$ cat src/include/bridge_pwm_pkg.sv
// constants, register map and field layout of the bridge pwm output stage
// assumes a 32-bit apb master and a 125 MHz pclk taken as the oscillator clock
package bridge_pwm_pkg;
   localparam int          DATA_W       = 32;
   localparam int          ADDR_W       = 8;
   // register byte offsets
   localparam logic [7:0]  OFS_MODE     = 8'h00;
   localparam logic [7:0]  OFS_DUTY     = 8'h04;
   localparam logic [7:0]  OFS_PERIOD   = 8'h08;
   localparam logic [7:0]  OFS_PRESC    = 8'h0C;
   localparam logic [7:0]  OFS_DBCFG    = 8'h10;
   localparam logic [7:0]  OFS_STEER    = 8'h14;
   localparam logic [7:0]  OFS_SDCFG    = 8'h18;
   localparam logic [7:0]  OFS_STATUS   = 8'h1C;
   // reset values
   localparam logic [7:0]  RST_MODE     = 8'h00;
   localparam logic [7:0]  RST_DUTY     = 8'h00;
   localparam logic [7:0]  RST_PERIOD   = 8'hFF;
   localparam logic [1:0]  RST_PRESC    = 2'h0;
   localparam logic [7:0]  RST_DBCFG    = 8'h00;
   localparam logic [4:0]  RST_STEER    = 5'h01;
   localparam logic [7:0]  RST_SDCFG    = 8'h00;
   // field positions
   localparam int          DIR_BIT      = 7;
   localparam int          SYNC_BIT     = 4;
   localparam int          RESTART_BIT  = 7;
   localparam int          SD_FLAG_BIT  = 7;
   localparam int          SD_SRC_BIT   = 6;
   localparam int          STAT_TMR_LSB = 16;
   // output configurations
   typedef enum logic [1:0] {
      CFG_SINGLE   = 2'b00,
      CFG_FULL_FWD = 2'b01,
      CFG_HALF     = 2'b10,
      CFG_FULL_REV = 2'b11
   } out_cfg_t;
   localparam logic [1:0]  PWM_MODE_HI  = 2'b11;
   // prescaler terminal counts for 1, 4 and 16
   localparam logic [3:0]  PRE_MAX_1    = 4'h0;
   localparam logic [3:0]  PRE_MAX_4    = 4'h3;
   localparam logic [3:0]  PRE_MAX_16   = 4'hF;
   localparam logic [1:0]  SUB_LAST     = 2'h3;
   // shutdown pin states
   localparam logic [1:0]  SD_LOW       = 2'b00;
   localparam logic [1:0]  SD_HIGH      = 2'b01;
   // dead band counts instruction cycles of four oscillator periods
   localparam int          TCY_SHIFT    = 2;
endpackage

$ cat src/design/bridge_pwm_output_stage.sv
// enhanced pwm output stage: time base, duty, dead band, bridge and steering outputs
// assumes an apb master on pclk; shutdown_in is synchronous to pclk
// Notes on behaviour
// - control settings sit in shadow copies, loaded to active at period boundary
// - dead band setting loads at duty boundary or period boundary, whichever first
// - enhanced waveform starts at next timer reset, registered pins follow one pclk late
// - duty beyond period leaves the pwm pins unchanged
// - half-bridge drives pwm on A and its complement on B
// - half-bridge delays each rise to active by dead band count instruction cycles
// - dead band above duty keeps that half-bridge output inactive all cycle
// - full forward holds A active, modulates D, two outputs active
// - full reverse holds C active and modulates B
// - direction bit 7 selects forward or reverse, applied next pwm cycle
// - on direction change B and D go inactive, A and C switch early
// - early switch happens four timer counts, four oscillator periods times prescale
// - full-bridge mode inserts no dead band
// - steering only in pwm mode with single output configuration
// - reset routes the pwm signal to output A only
// - steering sends the pwm to each enabled pin, others stay port pins
// - low two mode bits choose output polarity while steering
// - shutdown acts in steering too, only on pins with pwm enabled
// - output configuration bits pick single, half, full forward, full reverse
// - at period end timer clears, pin goes active unless duty is zero or beyond period, and duty latches
// - steering sync bit set applies steering at next period, else at once
`timescale 1ns/1ps
`default_nettype none
module bridge_pwm_output_stage
   import bridge_pwm_pkg::*;
(
   input  wire logic                             pclk,
   input  wire logic                             presetn,
   input  wire logic                             psel,
   input  wire logic                             penable,
   input  wire logic                             pwrite,
   input  wire logic [bridge_pwm_pkg::ADDR_W-1:0] paddr,
   input  wire logic [bridge_pwm_pkg::DATA_W-1:0] pwdata,
   output logic      [bridge_pwm_pkg::DATA_W-1:0] prdata,
   output logic                                  pready,
   output logic                                  pslverr,
   input  wire logic                             shutdown_in,
   output logic                                  bridge_out_a,
   output logic                                  bridge_out_b,
   output logic                                  bridge_out_c,
   output logic                                  bridge_out_d,
   output logic                                  bridge_oe_a,
   output logic                                  bridge_oe_b,
   output logic                                  bridge_oe_c,
   output logic                                  bridge_oe_d
);
   import bridge_pwm_pkg::*;

   typedef struct packed {
      logic [7:0]  unit_mode_control;
      logic [7:0]  duty_high_bits;
      logic [7:0]  period_value;
      logic [1:0]  timer_prescale_sel;
      logic [7:0]  dead_band_config;
      logic [4:0]  steering_control;
      logic [7:0]  shutdown_config;
      logic [3:0]  act_mode;
      logic [1:0]  act_cfg;
      logic [9:0]  act_duty;
      logic [7:0]  act_period;
      logic [1:0]  act_presc;
      logic [6:0]  act_db;
      logic [3:0]  act_steer;
      logic [9:0]  period_timer;
      logic [3:0]  pre;
      logic        run;
      logic        raw;
      logic [8:0]  cnt_a;
      logic [8:0]  cnt_b;
      logic [3:0]  out;
      logic [3:0]  oe;
      logic [31:0] prdata;
      logic        pready;
      logic        pslverr;
   } state_t;

   state_t s_q;
   state_t s_d;

   logic       tick;
   logic       boundary;
   logic       duty_match;
   logic       early;
   logic       pwm_en;
   logic       full;
   logic       wr;
   logic       rd_ok;
   logic [3:0] pre_max;
   logic [9:0] tmr_nxt;
   logic [9:0] sw_duty;
   logic [9:0] sw_top;
   logic [8:0] db_target;
   logic       db_a;
   logic       db_b;
   logic [3:0] lv;
   logic [3:0] en;
   logic [3:0] inv;
   logic [3:0] pin;
   logic [31:0] rdata;

   always_comb
   begin
      case (s_q.act_presc)
         2'b00:   pre_max = PRE_MAX_1;
         2'b01:   pre_max = PRE_MAX_4;
         default: pre_max = PRE_MAX_16;
      endcase
      tick       = (s_q.pre == pre_max);
      tmr_nxt    = 10'(s_q.period_timer + 10'h001);
      boundary   = tick && (s_q.period_timer[9:2] == s_q.act_period)
                   && (s_q.period_timer[1:0] == SUB_LAST);
      duty_match = tick && !boundary && (tmr_nxt == s_q.act_duty);
      sw_duty    = {s_q.duty_high_bits, s_q.unit_mode_control[5:4]};
      sw_top     = {s_q.period_value, SUB_LAST};
      pwm_en     = (s_q.unit_mode_control[3:2] == PWM_MODE_HI);
      full       = (s_q.act_cfg == CFG_FULL_FWD) || (s_q.act_cfg == CFG_FULL_REV);
      // last four timer counts before the boundary span four oscillator periods times prescale
      early      = s_q.run && full && (s_q.period_timer[9:2] == s_q.act_period)
                   && (s_q.unit_mode_control[DIR_BIT] != s_q.act_cfg[1])
                   && s_q.unit_mode_control[6];
      db_target  = 9'(s_q.act_db) << TCY_SHIFT;
      db_a       = s_q.raw && (s_q.cnt_a >= db_target);
      db_b       = !s_q.raw && (s_q.cnt_b >= db_target);
      rd_ok      = 1'b1;
      case (paddr)
         OFS_MODE:   rdata = {24'h000000, s_q.unit_mode_control};
         OFS_DUTY:   rdata = {24'h000000, s_q.duty_high_bits};
         OFS_PERIOD: rdata = {24'h000000, s_q.period_value};
         OFS_PRESC:  rdata = {30'h00000000, s_q.timer_prescale_sel};
         OFS_DBCFG:  rdata = {24'h000000, s_q.dead_band_config};
         OFS_STEER:  rdata = {27'h0000000, s_q.steering_control};
         OFS_SDCFG:  rdata = {24'h000000, s_q.shutdown_config};
         OFS_STATUS: rdata = {6'h00, s_q.period_timer, 6'h00, s_q.raw, s_q.run,
                              s_q.oe, s_q.out};
         default:
         begin
            rdata = 32'h00000000;
            rd_ok = 1'b0;
         end
      endcase
      wr = psel && penable && s_q.pready && pwrite && rd_ok;
   end

   always_comb
   begin
      s_d = s_q;
      // bus: one wait state, answer registered
      s_d.pready  = psel && penable && !s_q.pready;
      s_d.pslverr = psel && penable && !s_q.pready && !rd_ok;
      s_d.prdata  = (psel && penable && !s_q.pready && !pwrite) ? rdata : 32'h00000000;
      if (wr)
      begin
         case (paddr)
            OFS_MODE:   s_d.unit_mode_control  = pwdata[7:0];
            OFS_DUTY:   s_d.duty_high_bits     = pwdata[7:0];
            OFS_PERIOD: s_d.period_value       = pwdata[7:0];
            OFS_PRESC:  s_d.timer_prescale_sel = pwdata[1:0];
            OFS_DBCFG:  s_d.dead_band_config   = pwdata[7:0];
            OFS_STEER:  s_d.steering_control   = pwdata[4:0];
            OFS_SDCFG:  s_d.shutdown_config    = pwdata[7:0];
            default:    s_d.unit_mode_control  = s_q.unit_mode_control;
         endcase
      end
      // hardware set of the shutdown flag wins over a software clear
      if (s_q.shutdown_config[SD_SRC_BIT] && shutdown_in)
         s_d.shutdown_config[SD_FLAG_BIT] = 1'b1;
      else if (s_q.dead_band_config[RESTART_BIT] && !shutdown_in)
         s_d.shutdown_config[SD_FLAG_BIT] = 1'b0;

      // time base
      s_d.pre = tick ? 4'h0 : 4'(s_q.pre + 4'h1);
      if (tick)
         s_d.period_timer = boundary ? 10'h000 : tmr_nxt;
      if (boundary)
      begin
         // shadow to active here, dead band also at duty match, so a mid-period write cannot glitch a pin
         s_d.act_mode   = s_q.unit_mode_control[3:0];
         s_d.act_cfg    = s_q.unit_mode_control[7:6];
         s_d.act_duty   = sw_duty;
         s_d.act_period = s_q.period_value;
         s_d.act_presc  = s_q.timer_prescale_sel;
         s_d.act_db     = s_q.dead_band_config[6:0];
         s_d.run        = pwm_en;
         if (s_q.steering_control[SYNC_BIT])
            s_d.act_steer = s_q.steering_control[3:0];
         // an over-long duty never toggles the pin
         if (sw_duty <= sw_top)
            s_d.raw = pwm_en && (sw_duty != 10'h000);
      end
      else if (duty_match)
      begin
         s_d.raw    = 1'b0;
         s_d.act_db = s_q.dead_band_config[6:0];
      end
      if (!pwm_en)
      begin
         s_d.run = 1'b0;
         s_d.raw = 1'b0;
      end
      if (!s_q.steering_control[SYNC_BIT])
         s_d.act_steer = s_q.steering_control[3:0];

      // dead band counters measure instruction cycles in pclk periods
      s_d.cnt_a = (s_q.raw && s_q.cnt_a < db_target) ? 9'(s_q.cnt_a + 9'h001)
                  : (s_q.raw ? s_q.cnt_a : 9'h000);
      s_d.cnt_b = (!s_q.raw && s_q.run && s_q.cnt_b < db_target)
                  ? 9'(s_q.cnt_b + 9'h001)
                  : ((!s_q.raw && s_q.run) ? s_q.cnt_b : 9'h000);

      // logical levels per pin, bit 0 = A .. bit 3 = D
      lv = 4'h0;
      en = 4'h0;
      if (s_q.act_mode[3:2] == PWM_MODE_HI)
      begin
         case (out_cfg_t'(s_q.act_cfg))
            CFG_SINGLE:
            begin
               en = s_q.act_steer;
               lv = {4{s_q.raw && s_q.run}} & s_q.act_steer;
            end
            CFG_HALF:
            begin
               en = 4'h3;
               lv = {2'b00, db_b && s_q.run, db_a && s_q.run};
            end
            CFG_FULL_FWD:
            begin
               en = 4'hF;
               // no dead band: raw goes straight to the modulated pin
               lv = early ? 4'h4 : {s_q.raw, 2'b00, s_q.run};
            end
            default:
            begin
               en = 4'hF;
               // reverse mirrors forward: C held, B modulated
               lv = early ? 4'h1 : {1'b0, s_q.run, s_q.raw, 1'b0};
            end
         endcase
      end
      inv = {s_q.act_mode[0], s_q.act_mode[1], s_q.act_mode[0], s_q.act_mode[1]};
      pin = lv ^ inv;
      s_d.oe = en;
      for (int i = 0; i < 4; i++)
      begin
         s_d.out[i] = en[i] ? pin[i] : 1'b0;
         // shutdown only reaches pins that carry pwm
         if (en[i] && s_q.shutdown_config[SD_FLAG_BIT])
         begin
            case (i[0] ? s_q.shutdown_config[1:0] : s_q.shutdown_config[3:2])
               SD_LOW:  s_d.out[i] = 1'b0;
               SD_HIGH: s_d.out[i] = 1'b1;
               default:
               begin
                  s_d.out[i] = 1'b0;
                  s_d.oe[i]  = 1'b0;
               end
            endcase
         end
      end
   end

   always_ff @(posedge pclk or negedge presetn)
   begin
      if (!presetn)
      begin
         s_q                    <= '0;
         s_q.unit_mode_control  <= RST_MODE;
         s_q.duty_high_bits     <= RST_DUTY;
         s_q.period_value       <= RST_PERIOD;
         s_q.timer_prescale_sel <= RST_PRESC;
         s_q.dead_band_config   <= RST_DBCFG;
         s_q.steering_control   <= RST_STEER;
         s_q.shutdown_config    <= RST_SDCFG;
         s_q.act_period         <= RST_PERIOD;
         s_q.act_steer          <= RST_STEER[3:0];
      end
      else
         s_q <= s_d;
   end

   assign prdata       = s_q.prdata;
   assign pready       = s_q.pready;
   assign pslverr      = s_q.pslverr;
   assign bridge_out_a = s_q.out[0];
   assign bridge_out_b = s_q.out[1];
   assign bridge_out_c = s_q.out[2];
   assign bridge_out_d = s_q.out[3];
   assign bridge_oe_a  = s_q.oe[0];
   assign bridge_oe_b  = s_q.oe[1];
   assign bridge_oe_c  = s_q.oe[2];
   assign bridge_oe_d  = s_q.oe[3];
endmodule // bridge_pwm_output_stage
`default_nettype wire

$ cat config.mk
export PLATFORM = sky130hd
export DESIGN_NAME = bridge_pwm_output_stage
export DESIGN_NICKNAME = d
export VERILOG_FILES = /design/src/include/bridge_pwm_pkg.sv /design/src/design/bridge_pwm_output_stage.sv
export SDC_FILE = /design/constraint.sdc
export NUM_CORES = 1
export LEC_CHECK = 0
export BUFFER_PORTS_ARGS = -buffer_cell sky130_fd_sc_hd__buf_2
export CAP_MARGIN = 20
export CORE_ASPECT_RATIO = 1.75
export CORE_MARGIN = 1.5
export CORE_UTILIZATION = 59
export DETAILED_ROUTE_END_ITERATION = 6
export GPL_TIMING_DRIVEN = 0
export PLACE_DENSITY = 0.77
export REMOVE_ABC_BUFFERS = 1
export SLEW_MARGIN = 20
export SYNTH_ARGS = -nofsm -noshare
export SYNTH_HDL_FRONTEND = slang
export SYNTH_SLANG_ARGS = --single-unit
$ cat constraint.sdc
create_clock -name pclk -period 3.05 [get_ports pclk]
set_input_delay 0.61 -clock pclk [delete_from_list [all_inputs] [get_ports pclk]]
set_output_delay 0.61 -clock pclk [all_outputs]
set_load 0.005 [all_outputs]
==> flow_metrics.env <==
export IMPL_status="completed"
export IMPL_grt_overflow_total=0
export IMPL_route_met2_wl_um=9879
export IMPL_fin_ws_ns=0.3057
export IMPL_postLayoutCellArea_um2=8563
export IMPL_instances_no_fill=945
export IMPL_drt_total_wl_um=18360
export IMPL_fp_row_count=55
export IMPL_drcViolationCount=0
export IMPL_dpl_worst_slack_ns=-0.07573
export IMPL_layout_min_cycle_time_ns=2.744
export IMPL_vdd_ir_drop_max_mv=0.4805
export IMPL_clockBufferDepth=2
export IMPL_cts_buffers=17
export IMPL_power_density_nw_per_um2=540.0
export IMPL_root_buffer="clkbuf_16"
export IMPL_synth_area_um2=7726
export IMPL_firstDrtPassIters=7
export IMPL_cts_tree="yes"
export IMPL_r2r_cells=6
export IMPL_grt_pass1_vias=5834
export IMPL_avgViaCountPerCell=6.086
export IMPL_startpoint="s_q[70]"
export IMPL_yosys_register_bits=148
export IMPL_final_cell_mix="dfrtp_1 (130), nand2_1 (101), mux2_2 (57), buf_2 (51), o21ai_0 (29)"
export IMPL_drtIter0Drc=416
export IMPL_crit_fanout=39
export IMPL_utilization_pct=66.54
export IMPL_yosysSeqAreaShare_pct=48.23
export IMPL_cp_depth=6
export IMPL_start_util_pct=60.04
export IMPL_startpoint_type="register"
export IMPL_antenna_found_initial=0
export IMPL_leakage_nw=4.024
export IMPL_crit_family="simple AND/OR/NAND/NOR gates"
export IMPL_worst_slew_pin_slew_ns=1.206
export IMPL_final_common_cell="dfrtp_1"
export IMPL_arrival_ns=3.06
export IMPL_fillers=977
export IMPL_setup_viol=0
export IMPL_area_growth_pct=10.83
export IMPL_end_kind="register"
export IMPL_grt_max_degree=100
export IMPL_post_route_period_util_pct=89.98
export IMPL_maxCapViolations=0
export IMPL_cp_cell_sequence="xnor2_1, nand4_1, nor2_1, nand3_4, nand2_1, mux2_2"
export IMPL_hold_buffers=0
export IMPL_finalMaxSlewViolations=0
export IMPL_slowest_delay_ns=0.50
export IMPL_slew_headroom_pct=18.56
export IMPL_post_dp_hpwl_um=13140
export IMPL_syn_avg_cell_area_um2=10.50
export IMPL_crit_type="register to register"
export IMPL_die_h_um=154.4
export IMPL_synth_edff_count=0
export IMPL_synth_ff_type="dfrtp_1"
export IMPL_h_tree_depth=4
export IMPL_vias=5751
export IMPL_seq_area_um2=3726
export IMPL_synthCells=736
export IMPL_wire_per_inst_um=19.43
export IMPL_ios=88
export IMPL_antenna_left=0
export IMPL_skew_ns=0.01044
export IMPL_postPlaceCellArea_um2=7910
export IMPL_multiInputGateArea_um2=3576
export IMPL_clkLatencyLatePin_ns=0.43
export IMPL_core_area_um2=12870
export IMPL_async_flop_share_pct=100.0
export IMPL_die_w_um=89.51
export IMPL_die_area_um2=13820
export IMPL_grt_first_pass_wirelength_um=29580
export IMPL_portBuffers=51
export IMPL_slowest_stage="dfrtp_1"
export IMPL_hold_viol=0
export IMPL_met1_length_um=6499
export IMPL_top_layer="met4"
export IMPL_r2r_start="s_q[70]"
export IMPL_dp_cells=909
export IMPL_critPathRequiredTime_ns=3.36
export IMPL_drive_gt1_share_pct=23.39
export IMPL_fmax_mhz=364.4
export IMPL_cts_sink_count=148
export IMPL_rsz0062_at_grt="no"
export IMPL_grt_use_total_pct=28.39
export IMPL_gp_congestion=0.9371
export IMPL_hold_slack_ns=0.06977
export IMPL_dr_wl_met3_um=964
export IMPL_hold_path_class="primary input to async pin"
export IMPL_path_clk_slew_ns=0.07
export IMPL_cp_num_buf_inv=0
export IMPL_synth_cell_types=63
export IMPL_antenna_cells=0
export IMPL_nets=835
export IMPL_synth_warnings=0
[cell families after synthesis]
| kind of cell | after synthesis | synth area share (%) |
|---|---|---|
| AND/OR/NAND/NOR | 251 | 16.86 |
| flip-flops | 148 | 48.23 |
| AO/OA/AOI/OAI | 118 | 10.64 |
| buffers and inverters | 90 | 6.429 |
| multiplexers | 62 | 8.956 |
| XOR/XNOR | 38 | 4.308 |
| adder cells (fa/ha/maj) | 28 | 4.534 |
| other | 1 | 0.04854 |
[cells in the mapped netlist (10+ instances only)]
library cell  number  area share (%)
a21oi_1           25             1.6
dfrtp_1          130              42
ha_1              28             4.5
buf_2             10            0.65
buf_4             35             3.4
xor2_1            14             1.6
inv_1             28             1.4
xnor2_1           24             2.7
nor3_1            13            0.84
dfstp_2           18             6.1
nor2_1            28             1.4
mux2_2            57             8.3
o21ai_0           29             1.9
nand3_1           15            0.97
nand2_1          101             4.9
and2_1            23             1.9
nand4_1           21             1.7
clkbuf_1          15            0.73
a222oi_1          10             1.3
[state kept, by name (all words and copies together) (netlist names)]
name and flops:
bridge_oe_a 1, bridge_oe_b 1, bridge_oe_c 1, bridge_oe_d 1, bridge_out_a 1, bridge_out_b 1
bridge_out_c 1, bridge_out_d 1, db_target 7, inv 2, prdata 20, pready 1
pslverr 1, s_q 109
[path summary, 6_finish.rpt]
check	to	slack [ns]
setup / recovery	s_q[79]	0.31
hold / removal	prdata[25]	0.07
setup reg to reg	s_q[79]	0.31
hold reg to reg	s_q[89]	0.49
max in group asynchronous	s_q[76]	2.16
min in group pclk	s_q[120]	0.44
[report_power, final]
group          internal [mW]  switching, mW
sequential              2.01         0.0555
clock                   1.24          0.908
combinational          0.146          0.261
[area by class of cell]
cell class	count	area share (%)
Tap cell	171	2.499
Timing Repair Buffer	57	3.887
Clock buffer	17	4.968
Clock inverter	15	2.148
Inverter	28	1.227
Multi-Input combinational cell	509	41.76
Sequential cell	148	43.51
[stage by stage]
stage	power [mW]	TNS (ns)
floorplan	2.310	0
global placement	2.428	-93.57
detailed placement	2.474	-0.2501
CTS	4.613	0
global route	4.767	0
finish	4.624	0
[per-layer routing]
| layer | up-vias | GRT usage (%) |
|---|---|---|
| met3 | 65 | 5.603 |
| met4 | 0 | 16.34 |
| li1 | 2620 | - |
| met2 | 253 | 48.66 |
| met1 | 2813 | 31.91 |
| met5 | - | 0 |
[what timing repair did]
item,in CTS,in global routing
gates cloned,0,0
pin swaps,0,1
endpoints found under the setup margin,4,5
resized for setup,1,1
buffers inserted,0,3
Note: power is estimated with default switching activity, not from simulation.
